**src/inc/psp_pkg.sv**
```systemverilog
// shared constants for the phy static parameter bank
package psp_pkg;
  // octet indices; the wishbone byte address is four times the index
  localparam logic [6:0] PSP_IDX_DIST_CAP    = 7'h2c; // ranging capability octet
  localparam logic [6:0] PSP_IDX_CCA_WAIT    = 7'h2f; // clear-channel result interval
  localparam logic [6:0] PSP_IDX_PRE_MIN     = 7'h30; // preamble change minimum payload
  localparam logic [6:0] PSP_IDX_DIST_TX     = 7'h3c; // ranging transmit delay, low octet
  localparam logic [6:0] PSP_IDX_DIST_RX     = 7'h3e; // ranging receive delay, low octet
  localparam logic [6:0] PSP_IDX_TX_LAT      = 7'h40; // transmit start latency
  localparam logic [6:0] PSP_IDX_RX_LAT      = 7'h42; // receive start latency
  localparam logic [6:0] PSP_IDX_SYNC_LAT    = 7'h44; // sync to active latency
  localparam logic [6:0] PSP_IDX_TX_SETUP    = 7'h46; // transmit control setup
  localparam logic [6:0] PSP_IDX_RX_SETUP    = 7'h48; // receive control setup
  localparam logic [6:0] PSP_IDX_TX_HOLD     = 7'h4a; // transmit control hold
  localparam logic [6:0] PSP_IDX_RX_HOLD     = 7'h4c; // receive control hold
  localparam logic [6:0] PSP_IDX_PWR_FIRST   = 7'h50; // first output power step
  localparam logic [6:0] PSP_IDX_PWR_LAST    = 7'h5f; // last output power step
  localparam logic [6:0] PSP_IDX_STOP_REC    = 7'h60; // clock-stop recovery cycles
  localparam logic [6:0] PSP_IDX_NULL_CAP    = 7'h61; // tone-nulling capability
  localparam logic [6:0] PSP_IDX_HDR_LAT     = 7'h62; // header transfer latency
  localparam logic [6:0] PSP_IDX_TX_TAIL     = 7'h64; // transmit tail latency
  localparam logic [6:0] PSP_IDX_RX_TAIL_LOW = 7'h66; // receive tail latency, lowest rate
  localparam logic [6:0] PSP_IDX_RX_TAIL_OTH = 7'h68; // receive tail latency, other rates
  // fixed field values and layout
  localparam logic [7:0] PSP_PRE_MIN_OCTETS  = 8'h01; // fixed one-octet minimum payload
  localparam int         PSP_DIST_SUP_BIT    = 0;     // ranging supported
  localparam int         PSP_DIST_528_BIT    = 1;     // mandatory base precision
  localparam int         PSP_DIST_PREC_LSB   = 2;     // higher precisions, three bits
  localparam int         PSP_DIST_CNT_LSB    = 5;     // upper counter octets, two bits
  localparam int         PSP_DIST_RSV_BIT    = 7;     // reserved, reads zero
  localparam int         PSP_NULL_FLAG_BIT   = 0;     // null_carrier_flag position
  // reset values
  localparam logic [31:0] PSP_RST_DAT        = 32'h0000_0000;
  localparam logic [13:0] PSP_RST_CNT        = 14'h0000;
  localparam logic [2:0]  PSP_RST_SYNC       = 3'h7; // clock-stop request held in reset
  // timing
  localparam int PSP_CLK_PERIOD_NS = 10;   // 100 MHz
  localparam int PSP_CCA_UNIT_NS   = 500;  // one wait unit is 0.5 us
  localparam int PSP_CCA_UNIT_CYC  = PSP_CCA_UNIT_NS / PSP_CLK_PERIOD_NS; // longest time rounds down
  // clear-channel timer states
  typedef enum logic [1:0] {
    PSP_CCA_IDLE = 2'b00,
    PSP_CCA_WAIT = 2'b01,
    PSP_CCA_HOLD = 2'b10
  } psp_cca_state_e;
endpackage : psp_pkg

```
**src/hdl/psp_cca_timer.sv**
```systemverilog
// clear-channel measurement timer with a hard reporting deadline
`timescale 1ns/1ns
module psp_cca_timer import psp_pkg::*; (
  // clock and reset
  input  wire logic       clk_i,
  input  wire logic       rst_i,
  // request from the controller's dynamic register logic
  input  wire logic       clear_channel_request_bit_i,
  input  wire logic [7:0] wait_units_i,
  // measurement engine
  input  wire logic       meas_done_i,
  input  wire logic       meas_busy_i,
  // result towards the controller
  output logic            cca_valid_o,
  output logic            cca_busy_o
);
  psp_cca_state_e state;   // timer state
  logic [13:0]    cnt;     // cycles left before the deadline
  logic           req_d;   // request delayed for edge detection
  logic           req_rise; // request set to one

  assign req_rise = clear_channel_request_bit_i && !req_d;

  // request edge detector
  always_ff @(posedge clk_i) begin
    if (rst_i) req_d <= 1'b0;
    else       req_d <= clear_channel_request_bit_i;
  end

  // deadline sequencer: report on measurement or when time runs out
  always_ff @(posedge clk_i) begin
    if (rst_i) begin
      state       <= PSP_CCA_IDLE;
      cnt         <= PSP_RST_CNT;
      cca_valid_o <= 1'b0;
      cca_busy_o  <= 1'b0;
    end else begin
      cca_valid_o <= 1'b0;
      case (state)
        PSP_CCA_IDLE: begin
          if (req_rise) begin
            state <= PSP_CCA_WAIT;
            cnt   <= 14'(wait_units_i * PSP_CCA_UNIT_CYC); // [RQ1]
          end
        end
        PSP_CCA_WAIT: begin
          // late measurements give way to the deadline
          if (meas_done_i || cnt <= 14'h0001) begin // [RQ1]
            cca_valid_o <= 1'b1;
            cca_busy_o  <= meas_busy_i;
            state       <= PSP_CCA_HOLD;
          end else begin
            cnt <= cnt - 14'h0001;
          end
        end
        PSP_CCA_HOLD: begin
          // one result per request; wait for the bit to be cleared
          if (!clear_channel_request_bit_i) state <= PSP_CCA_IDLE;
        end
        default: state <= PSP_CCA_IDLE;
      endcase
    end
  end

  // helper: cycles since the request edge
  logic [13:0] age;
  always_ff @(posedge clk_i) begin
    if (rst_i)                      age <= PSP_RST_CNT;
    else if (req_rise)              age <= 14'h0001;
    else if (state == PSP_CCA_WAIT) age <= age + 14'h0001;
  end
endmodule : psp_cca_timer

```
**src/hdl/psp_stop_recovery.sv**
```systemverilog
// clock-stop recovery counter that flags the interface clock as stable
`timescale 1ns/1ns
module psp_stop_recovery import psp_pkg::*; (
  // clock and reset
  input  wire logic       clk_i,
  input  wire logic       rst_i,
  // clock-stop request pin and recovery count
  input  wire logic       clock_stop_request_i,
  input  wire logic [7:0] recovery_cycles_i,
  // stable indication
  output logic            clock_stable_o
);
  logic [2:0] sync;  // three-stage synchroniser
  logic       filt;  // request level once stages two and three agree
  logic [7:0] left;  // cycles still to wait

  // synchroniser chain
  always_ff @(posedge clk_i) begin
    if (rst_i) sync <= PSP_RST_SYNC;
    else       sync <= {sync[1:0], clock_stop_request_i};
  end

  // accept a change only when the last two stages agree
  always_ff @(posedge clk_i) begin
    if (rst_i)                filt <= 1'b1;
    else if (sync[1] == sync[2]) filt <= sync[2];
  end

  // count down after release, stable only at zero
  always_ff @(posedge clk_i) begin
    if (rst_i) begin
      left           <= 8'h00;
      clock_stable_o <= 1'b0;
    end else if (filt) begin
      left           <= recovery_cycles_i; // [RQ5]
      clock_stable_o <= 1'b0;
    end else if (left != 8'h00) begin
      left           <= left - 8'h01;
      clock_stable_o <= 1'b0;
    end else begin
      clock_stable_o <= 1'b1; // [RQ5]
    end
  end
endmodule : psp_stop_recovery

```
**src/hdl/psp_rom_top.sv**
```systemverilog
// phy static parameter bank behind a classic wishbone slave
// Operation
// [RQ1] report clear-channel result within wait interval
// [RQ2] preamble change needs one-octet payload minimum
// [RQ3] ranging capability bit layout, bit seven zero
// [RQ4] ranging delays two octets, 4224 MHz ticks
// [RQ5] clock unusable until recovery cycles elapse
// [RQ6] tone-nulling support bit zero, rest zero
// [RQ7] parameters read-only, writes change nothing
// [RQ8] low octet even address, reserved reads zero
`timescale 1ns/1ns
module psp_rom_top import psp_pkg::*; #(
  // parameter values of this transceiver
  parameter logic [15:0]  TX_LAT_VAL      = 16'h0000,
  parameter logic [15:0]  RX_LAT_VAL      = 16'h0000,
  parameter logic [15:0]  SYNC_LAT_VAL    = 16'h0000,
  parameter logic [15:0]  TX_SETUP_VAL    = 16'h0000,
  parameter logic [15:0]  RX_SETUP_VAL    = 16'h0000,
  parameter logic [15:0]  TX_HOLD_VAL     = 16'h0000,
  parameter logic [15:0]  RX_HOLD_VAL     = 16'h0000,
  parameter logic [127:0] PWR_STEPS_VAL   = 128'h0,
  parameter logic [7:0]   STOP_REC_VAL    = 8'h00,
  parameter logic         NULL_SUP_VAL    = 1'b0,
  parameter logic [15:0]  HDR_LAT_VAL     = 16'h0000,
  parameter logic [15:0]  TX_TAIL_VAL     = 16'h0000,
  parameter logic [15:0]  RX_TAIL_LOW_VAL = 16'h0000,
  parameter logic [15:0]  RX_TAIL_OTH_VAL = 16'h0000,
  parameter logic [7:0]   CCA_WAIT_VAL    = 8'h00,
  parameter logic         DIST_SUP_VAL    = 1'b0,
  parameter logic [2:0]   DIST_PREC_VAL   = 3'h0,
  parameter logic [1:0]   DIST_CNT_VAL    = 2'h0,
  parameter logic [15:0]  DIST_TX_VAL     = 16'h0000,
  parameter logic [15:0]  DIST_RX_VAL     = 16'h0000
) (
  // clock and reset
  input  wire logic        clk_i,
  input  wire logic        rst_i,
  // wishbone slave
  input  wire logic [31:0] adr_i,
  input  wire logic [31:0] dat_i,
  input  wire logic [3:0]  sel_i,
  input  wire logic        we_i,
  input  wire logic        cyc_i,
  input  wire logic        stb_i,
  output logic [31:0]      dat_o,
  output logic             ack_o,
  // clear-channel request and measurement
  input  wire logic        clear_channel_request_bit_i,
  input  wire logic        meas_done_i,
  input  wire logic        meas_busy_i,
  output logic             cca_valid_o,
  output logic             cca_busy_o,
  // clock-stop handling
  input  wire logic        clock_stop_request_i,
  output logic             clock_stable_o
);
  logic [6:0]  idx;          // octet index from the byte address
  logic        in_map;       // address inside the parameter window
  logic        req;          // new bus request this cycle
  logic [7:0]  next_octet;   // decoded octet
  logic [15:0] pair;         // selected two-octet parameter
  logic        pair_hit;     // index falls on a two-octet parameter
  logic [7:0]  dist_cap;     // ranging capability octet
  logic [7:0]  null_cap;     // tone-nulling capability octet
  logic [7:0]  pwr_tab [16]; // output power steps

  assign idx    = adr_i[8:2];
  assign in_map = (adr_i[31:9] == 23'h0);
  assign req    = cyc_i && stb_i && !ack_o;

  // power step table, one entry per level
  for (genvar g = 0; g < 16; g++) begin : g_pwr
    assign pwr_tab[g] = PWR_STEPS_VAL[g*8 +: 8];
  end

  // capability octets assembled from their fields
  always_comb begin
    dist_cap                    = 8'h00;
    dist_cap[PSP_DIST_SUP_BIT]  = DIST_SUP_VAL;                             // [RQ3]
    dist_cap[PSP_DIST_528_BIT]  = DIST_SUP_VAL;                             // [RQ3]
    dist_cap[PSP_DIST_PREC_LSB +: 3] = DIST_SUP_VAL ? DIST_PREC_VAL : 3'h0; // [RQ3]
    dist_cap[PSP_DIST_CNT_LSB +: 2]  = DIST_SUP_VAL ? DIST_CNT_VAL : 2'h0;  // [RQ3]
    dist_cap[PSP_DIST_RSV_BIT]  = 1'b0;                                     // [RQ3]
    null_cap                    = 8'h00;                                    // [RQ6]
    null_cap[PSP_NULL_FLAG_BIT] = NULL_SUP_VAL;                             // [RQ6]
  end

  // two-octet parameter select on the even index
  always_comb begin
    pair     = 16'h0000;
    pair_hit = 1'b1;
    if (idx[6:1] == PSP_IDX_DIST_TX[6:1]) begin
      pair = DIST_TX_VAL; // [RQ4]
    end else if (idx[6:1] == PSP_IDX_DIST_RX[6:1]) begin
      pair = DIST_RX_VAL; // [RQ4]
    end else if (idx[6:1] == PSP_IDX_TX_LAT[6:1]) begin
      pair = TX_LAT_VAL;
    end else if (idx[6:1] == PSP_IDX_RX_LAT[6:1]) begin
      pair = RX_LAT_VAL;
    end else if (idx[6:1] == PSP_IDX_SYNC_LAT[6:1]) begin
      pair = SYNC_LAT_VAL;
    end else if (idx[6:1] == PSP_IDX_TX_SETUP[6:1]) begin
      pair = TX_SETUP_VAL;
    end else if (idx[6:1] == PSP_IDX_RX_SETUP[6:1]) begin
      pair = RX_SETUP_VAL;
    end else if (idx[6:1] == PSP_IDX_TX_HOLD[6:1]) begin
      pair = TX_HOLD_VAL;
    end else if (idx[6:1] == PSP_IDX_RX_HOLD[6:1]) begin
      pair = RX_HOLD_VAL;
    end else if (idx[6:1] == PSP_IDX_HDR_LAT[6:1]) begin
      pair = HDR_LAT_VAL;
    end else if (idx[6:1] == PSP_IDX_TX_TAIL[6:1]) begin
      pair = TX_TAIL_VAL;
    end else if (idx[6:1] == PSP_IDX_RX_TAIL_LOW[6:1]) begin
      pair = RX_TAIL_LOW_VAL;
    end else if (idx[6:1] == PSP_IDX_RX_TAIL_OTH[6:1]) begin
      pair = RX_TAIL_OTH_VAL;
    end else begin
      pair_hit = 1'b0;
    end
  end

  // octet decode; anything not listed reads zero
  always_comb begin
    next_octet = 8'h00; // [RQ8]
    if (!in_map) begin
      next_octet = 8'h00;
    end else if (pair_hit) begin
      next_octet = idx[0] ? pair[15:8] : pair[7:0]; // [RQ8]
    end else if (idx >= PSP_IDX_PWR_FIRST && idx <= PSP_IDX_PWR_LAST) begin
      next_octet = pwr_tab[idx[3:0]];
    end else if (idx == PSP_IDX_STOP_REC) begin
      next_octet = STOP_REC_VAL; // [RQ5]
    end else if (idx == PSP_IDX_NULL_CAP) begin
      next_octet = null_cap; // [RQ6]
    end else if (idx == PSP_IDX_CCA_WAIT) begin
      next_octet = CCA_WAIT_VAL; // [RQ1]
    end else if (idx == PSP_IDX_PRE_MIN) begin
      next_octet = PSP_PRE_MIN_OCTETS; // [RQ2]
    end else if (idx == PSP_IDX_DIST_CAP) begin
      next_octet = dist_cap; // [RQ3]
    end
  end

  // single-cycle slave: ack the cycle after the strobe, writes are dropped
  always_ff @(posedge clk_i) begin
    if (rst_i) begin
      ack_o <= 1'b0;
      dat_o <= PSP_RST_DAT;
    end else begin
      ack_o <= req;
      if (req && !we_i) begin
        dat_o <= {24'h000000, next_octet};
      end else if (req) begin
        dat_o <= PSP_RST_DAT; // [RQ7]
      end
    end
  end

  // clear-channel result timing
  psp_cca_timer u_cca (
    .clk_i                       (clk_i),
    .rst_i                       (rst_i),
    .clear_channel_request_bit_i (clear_channel_request_bit_i),
    .wait_units_i                (CCA_WAIT_VAL),
    .meas_done_i                 (meas_done_i),
    .meas_busy_i                 (meas_busy_i),
    .cca_valid_o                 (cca_valid_o),
    .cca_busy_o                  (cca_busy_o)
  );

  // interface clock recovery after clock stop
  psp_stop_recovery u_stop (
    .clk_i                (clk_i),
    .rst_i                (rst_i),
    .clock_stop_request_i (clock_stop_request_i),
    .recovery_cycles_i    (STOP_REC_VAL),
    .clock_stable_o       (clock_stable_o)
  );
endmodule : psp_rom_top

```
**config.mk**
```make
export PLATFORM = sky130hd
export DESIGN_NAME = psp_rom_top
export DESIGN_NICKNAME = d
export VERILOG_FILES = /design/src/inc/psp_pkg.sv /design/src/hdl/psp_cca_timer.sv /design/src/hdl/psp_stop_recovery.sv /design/src/hdl/psp_rom_top.sv
export SDC_FILE = /design/constraint.sdc
export NUM_CORES = 1
export LEC_CHECK = 0
export BUFFER_PORTS_ARGS = -buffer_cell sky130_fd_sc_hd__buf_2
export CORE_MARGIN = 1.5
export CORE_UTILIZATION = 35
export DETAILED_ROUTE_END_ITERATION = 12
export GPL_TIMING_DRIVEN = 0
export PLACE_DENSITY = 0.65
export SLEW_MARGIN = 20
export SYNTH_ARGS = -nofsm -noshare
export SYNTH_HDL_FRONTEND = slang
export SYNTH_SLANG_ARGS = --single-unit
```
**constraint.sdc**
```tcl
create_clock -name clk_i -period 2.69 [get_ports clk_i]
set_input_delay 0.1345 -clock clk_i [delete_from_list [all_inputs] [get_ports clk_i]]
set_output_delay 0.1345 -clock clk_i [all_outputs]
set_load 0.005 [all_outputs]
```
# After elaboration in Yosys (flattened, before gate mapping)
# Memories as Yosys holds them, arrays and structs flattened.
# Cells that the tools add are included.
[op_classes] n_lt_le_gt_ge=4 bitwise=2 muxes=33 addsub=2 eq_ne=24 reduce_logical=19
[op_table] cell="$eq 6x6->1 const B" n=11
[op_table] cell="$mux 8" n=7
[op_table] cell="$mux 14" n=2
[op_table] cell="$pmux 14 s2" n=1
[op_table] cell="$logic_not 23->1" n=1
[op_table] cell="$mux 1" n=19
[op_table] cell="$eq 7x6->1 const B" n=2
[op_table] cell="$eq 7x7->1 const B" n=2
[op_table] cell="$le 14x1->1 const B" n=1
[op_table] cell="$sub 14x1->14 const B" n=1
[op_table] cell="$eq 6x5->1 const B" n=2
[op_table] cell="$reduce_bool 8->1" n=1
[op_table] cell="$sub 8x1->8 const B" n=1
[op_table] cell="$ge 7x7->1 const B" n=1
[op_table] cell="$le 7x7->1 const B" n=1
[op_table] cell="$mux 2" n=3
[op_table] cell="$pmux 2 s3" n=1
[op_table] cell="$reduce_and 3->1" n=2
[op_table] cell="$ge 5x5->1 const B" n=1
[op_table] cell="$logic_and 1x1->1" n=5
[op_table] cell="$not 4->5" n=1
[op_table] cell="$ne 2x1->1 const B" n=2
[op_table] cell="$ne 2x2->1 const B" n=2
[op_table] cell="$reduce_bool 2->1" n=2
[op_table] cell="other kinds (9)" n=12
[totals] memories=1 ff_bits=41 mem_bits_ro=128 inputBits=77
[mem_list] name="(name not given)" words=16 word_bits=8 read_ports=1 rd_clocked_by_memory_dff=0 wr=0 line_no="psp_rom_top.sv:131" source="next_octet = pwr_tab[idx[3:0]];"

# Logic depth before layout (Yosys ltp)
[logic_depth] word_depth=17 mapped_depth=6 depth_no_buf=6

# Hierarchy
# Synthesis repeated with hierarchy kept, for this count alone.
[unflattened] hier_cells=321 hier_area_um2=2692.6
[by_module_without_submodules] module="psp_cca_timer" area_each_um2=1714.1 cells_each=211 n_inst=1
[by_module_without_submodules] module="psp_stop_recovery" area_each_um2=575.6 cells_each=62 n_inst=1
[by_module_without_submodules] module="psp_rom_top" area_each_um2=402.9 cells_each=48 n_inst=1

# Least setup slack after synthesis
# Ideal clock, no wire load.
[synth_timing] path_kind="register -> register" start="reg u_cca.cnt[2]" end="reg u_cca.cnt[9]" stages_incl_launch_ff=7 t_required_ps=2620 synth_period_minus_slack_ps=2150 n_path_buf=2 t_arrival_ps=2080 setup_slack_ps=540 path_cell_list="dfxtp_1 -> or4_1 -> buf_2 -> or4_1 -> clkbuf_2 -> or4_1 -> a21boi_1"
[synth_via] elab_chain_len=4 elab_cells_between_ends=7
[synth_rtl] element="from (decl)" line_no="psp_cca_timer.sv:18" source="logic [13:0] cnt;"
[synth_rtl] element="from (signal assigned)" line_no="psp_cca_timer.sv:43" source="cnt <= 14'(wait_units_i * PSP_CCA_UNIT_CYC);"
[synth_rtl] element="from (signal assigned)" line_no="psp_cca_timer.sv:53" source="cnt <= cnt - 14'h0001;"
[synth_rtl] element="$le 14x1->1" line_no="psp_cca_timer.sv:48" source="if (meas_done_i || cnt <= 14'h0001) begin"
[synth_rtl] element="$logic_or 1x1->1" line_no="psp_cca_timer.sv:48"
[synth_rtl] element="$ne 2x2->1 (no line)"
[synth_rtl] element="$reduce_and 3->1 (no line)"
# Several ways; a longest one is shown, not always the timed one. The select of a mux whose other input is x is not followed.
# A chain may end at the register's enable or synchronous reset.

# Worst setup path in the final report
[layout_timing] start="reg u_cca.cnt[2]" end="reg u_cca.cnt[13]"
# Same word-level chain as after synthesis.

==> metrics <==
WHS Path Cells=2; drt wl/cell=a little over 10 um; reg2reg end=u_cca.cnt[13]; crit-path leading delay family=simple AND/OR/NAND/NOR gates; Worst Setup End Kind=flop; Syn. warnings=0; r2r startpoint=u_cca.cnt[2]; Setup Buffers After CTS=0; Die Width=about 76 um; Post-Synth Adder-Cell Area=under 10%; Seq cells post-synth=34; die height=75.9 um; cts bufs inserted=5; Multi-input gate area=approximately 1000 um2; TritonCTS clock tree=done; WP buf/inv=2; Vias=roughly 1700; cells after synthesis=around 210; Required @ worst endpoint=roughly 2.9 ns; sequential share of power=between 40% and 50%; Power, Total=1.21 mW; GR Util met2=between 20 and 25%; DRC violations left=0; Max Slew Vio Count=0; Post-synth top cells=dfxtp_1, buf_4, nor2_1, nand2_1, or3_1; Root Buffer=clkbuf_8; num ports=around 110; CP arrival=around 2.5 ns; grt peak-use layer=met2; CTS H-tree lvls=2; critical path peak fanout=8; Yosys cell types=43; first-pass GRT wire length=approximately 6300 um; Leakage=between 1 and 1.5 nW; layout cells sized above 1=32.7%; met1 GRT Util=16.5%; Area growth, synth to finish=30.6%; Area contributors post-synth=dfxtp_1, buf_4, mux2i_1; Detailed Route Iter0 Violations=between 40 and 50; most frequent cell after synthesis=dfxtp_1; final wirelength=3670 um; Tcrit/Tclk final=~86%; status=completed; worst slew pin tran=a little over 0.8 ns; final setup violating endpoints=0; Worst R2R Path Depth=6; DP Wirelength=around 2800 um; Max rail drop VDD=0.000247 V; Crit Path Category=flop to flop; CP peak stage delay=between 0.5 and 0.6 ns; Async SR Flop Fraction=0%; ant diodes=0; final setup TNS=0 ns; post-route ant nets=0; Max-Cap Viols=0; initial antenna violation count=0; CTS Hold Bufs=0; syn_area_per_cell=between 8 and 9 um2; XOR/XNOR Fraction of Synth Area=about 2.8%; multiplexer share of the synthesized area=under 10%; FF/Latch Area=between 600 and 700 um2; Die Area=5760 um2; Final Net Count=around 370; setup slack, reg-to-reg=around 0.38 ns; fmax=about 430 MHz; pin count of the biggest net entering global routing=12; Filler cells=a little over 500; placed inst area=roughly 2300 um2; CP startpoint kind=flop; switch share=between 10% and 20%; EDFF count, synth=0; cell-internal power=between 0.9 and 1 mW; number of global-route vias before repair=around 1500; Compound-Gate Fraction of Synth Area=approximately an eighth; CTS sink count=34; clock slew at reported path FFs=0.07 ns; Post-synth top flop=dfxtp_1; RePlAce Congestion=between 0.7 and 0.8; Final min period=between 2 and 2.5 ns; largest family of logic cells by synthesized area=simple AND/OR/NAND/NOR gates; NetSw=about 0.24 mW; RSZ-0062 raised after global routing=no; Via density=about 4.5; Synth area leader=dfxtp_1; Seq/Total Area, Yosys=between 30 and 40%; count of buffers from port buffering=43; Clock Skew=between 0.003 and 0.004 ns; worst hold start=clock_stop_request_i; final hold violation count=0; grt ovf=0; GR Util All Layers=a little over an eighth; crit path max-delay cell type=or4_1; Finished Cell Area=2430 um2; PostCTS Resize Cnt=0; Gate power share=about 9.8%; share of the synthesized area in the top cell type=about 37%; core area=5110 um2; Final Instance Count excl. Fillers=364; DP Cell Count=356; Fin Hold WS=around 0.034 ns; worst skew pair latency=0.28 ns; Clock Tree Buf Depth=2; Clock Power Share=between 40 and 50%; initial cell density of the core=36.4%; Synth Cell Area=1860 um2; CP most frequent cell=or4_1; Worst Hold End=u_stop.sync[0]; row count=26; Hold Crit Class=input pin to flop; Slew HR=a little under half; met3 global-route usage=4.34%; Power Dens Cells=roughly 500 nW/um2; post-synthesis simple-gate area fraction=24.7%; CP cell instances=or4_1 > buf_2 > or4_1 > clkbuf_2 > nor4b_1 > mux2i_1; first drt pass iteration count=4
## metal layers
metal  part of all wire, %  vias to the layer above  wire, um
met4                   1.3                        0        46
met2                    45                       64      1670
met1                    46                      732      1700
met3                   7.0                        4       255
met5                     0                        -         0
li1                      -                      855         -
## cell families (layout without fill, tap and decap cells)
group                      after synthesis  count (layout)
other                                    1              31
buffers and inverters                   44              96
AOI/OAI and AO/OA                       31              31
DFF                                     34              34
muxes                                    8               8
xor gates and xnor gates                 6               6
and+or+nand+nor                         84              84
adders and majority gates                4               4
## power groups by stage
| stage | clock (mW) | sequential [mW] | combinational, mW |
|---|---|---|---|
| after global placement | 0 | 0.524 | 0.115 |
| after CTS | 0.595 | 0.513 | 0.118 |
| final | 0.580 | 0.513 | 0.119 |
| after floorplan | 0 | 0.524 | 0.0761 |
| after detailed placement | 0 | 0.524 | 0.118 |
| after global routing | 0.617 | 0.513 | 0.133 |
## per-stage QoR
step,setup WS [ns],util [%]
after CTS,0.408,47.6
after floorplan,0.540,-
after detailed placement,0.444,44.8
final,0.378,47.6
after global placement,0.184,44.6
after global routing,0.209,47.6
## sequential cells by signal, indices dropped and copies added (netlist names)
signal                 flops
ack_o                      1
dat_o                      1
u_cca.cca_busy_o           1
u_cca.cca_valid_o          1
u_cca.cnt                 14
u_cca.req_d                1
u_cca.state                2
u_stop.clock_stable_o      1
u_stop.filt                1
u_stop.left                8
u_stop.sync                3
## layout make-up
cell class              count  share of cell area, %
inverters                   7                   1.08
plain buffers              37                   11.4
multi-input cells         164                   40.9
well taps                  70                   3.60
repair buffers             44                   9.06
clock inverters             2                   2.47
clock buffers               6                   3.40
flip-flops and latches     34                   28.0
## placed cells by master (no fill, tap or decap), types with 3 or more instances in the layout
cell type  count
ha_1           4
or4_1          4
dfxtp_1       34
nor4b_1        3
xnor2_1        4
nor4_1         9
nor2_1        17
nor3_1         5
o31ai_1        4
conb_1        31
a21oi_1        6
or3_1         10
o21ai_0        3
buf_4         31
a2111oi_0      3
a21boi_0       3
buf_2         45
or3_2          3
nand2_1       15
mux2i_1        8
inv_1          7
or2_2          4
clkbuf_8       8
nor2b_1        3
nand2b_1       3
## worst max path at each step
stage,start,to,slack [ns],depth (start not counted)
after floorplan,u_cca.cnt[2],u_cca.cnt[9],0.54,6
after global placement,u_cca.state[0],u_cca.cnt[0],0.18,5
after CTS,u_cca.cnt[2],u_cca.cnt[13],0.41,6
final,u_cca.cnt[2],u_cca.cnt[13],0.38,6
after detailed placement,u_cca.cnt[2],u_cca.cnt[9],0.44,6
after global routing,u_cca.cnt[2],u_cca.cca_busy_o,0.21,5
No activity file was read; power rests on OpenSTA's default activity.
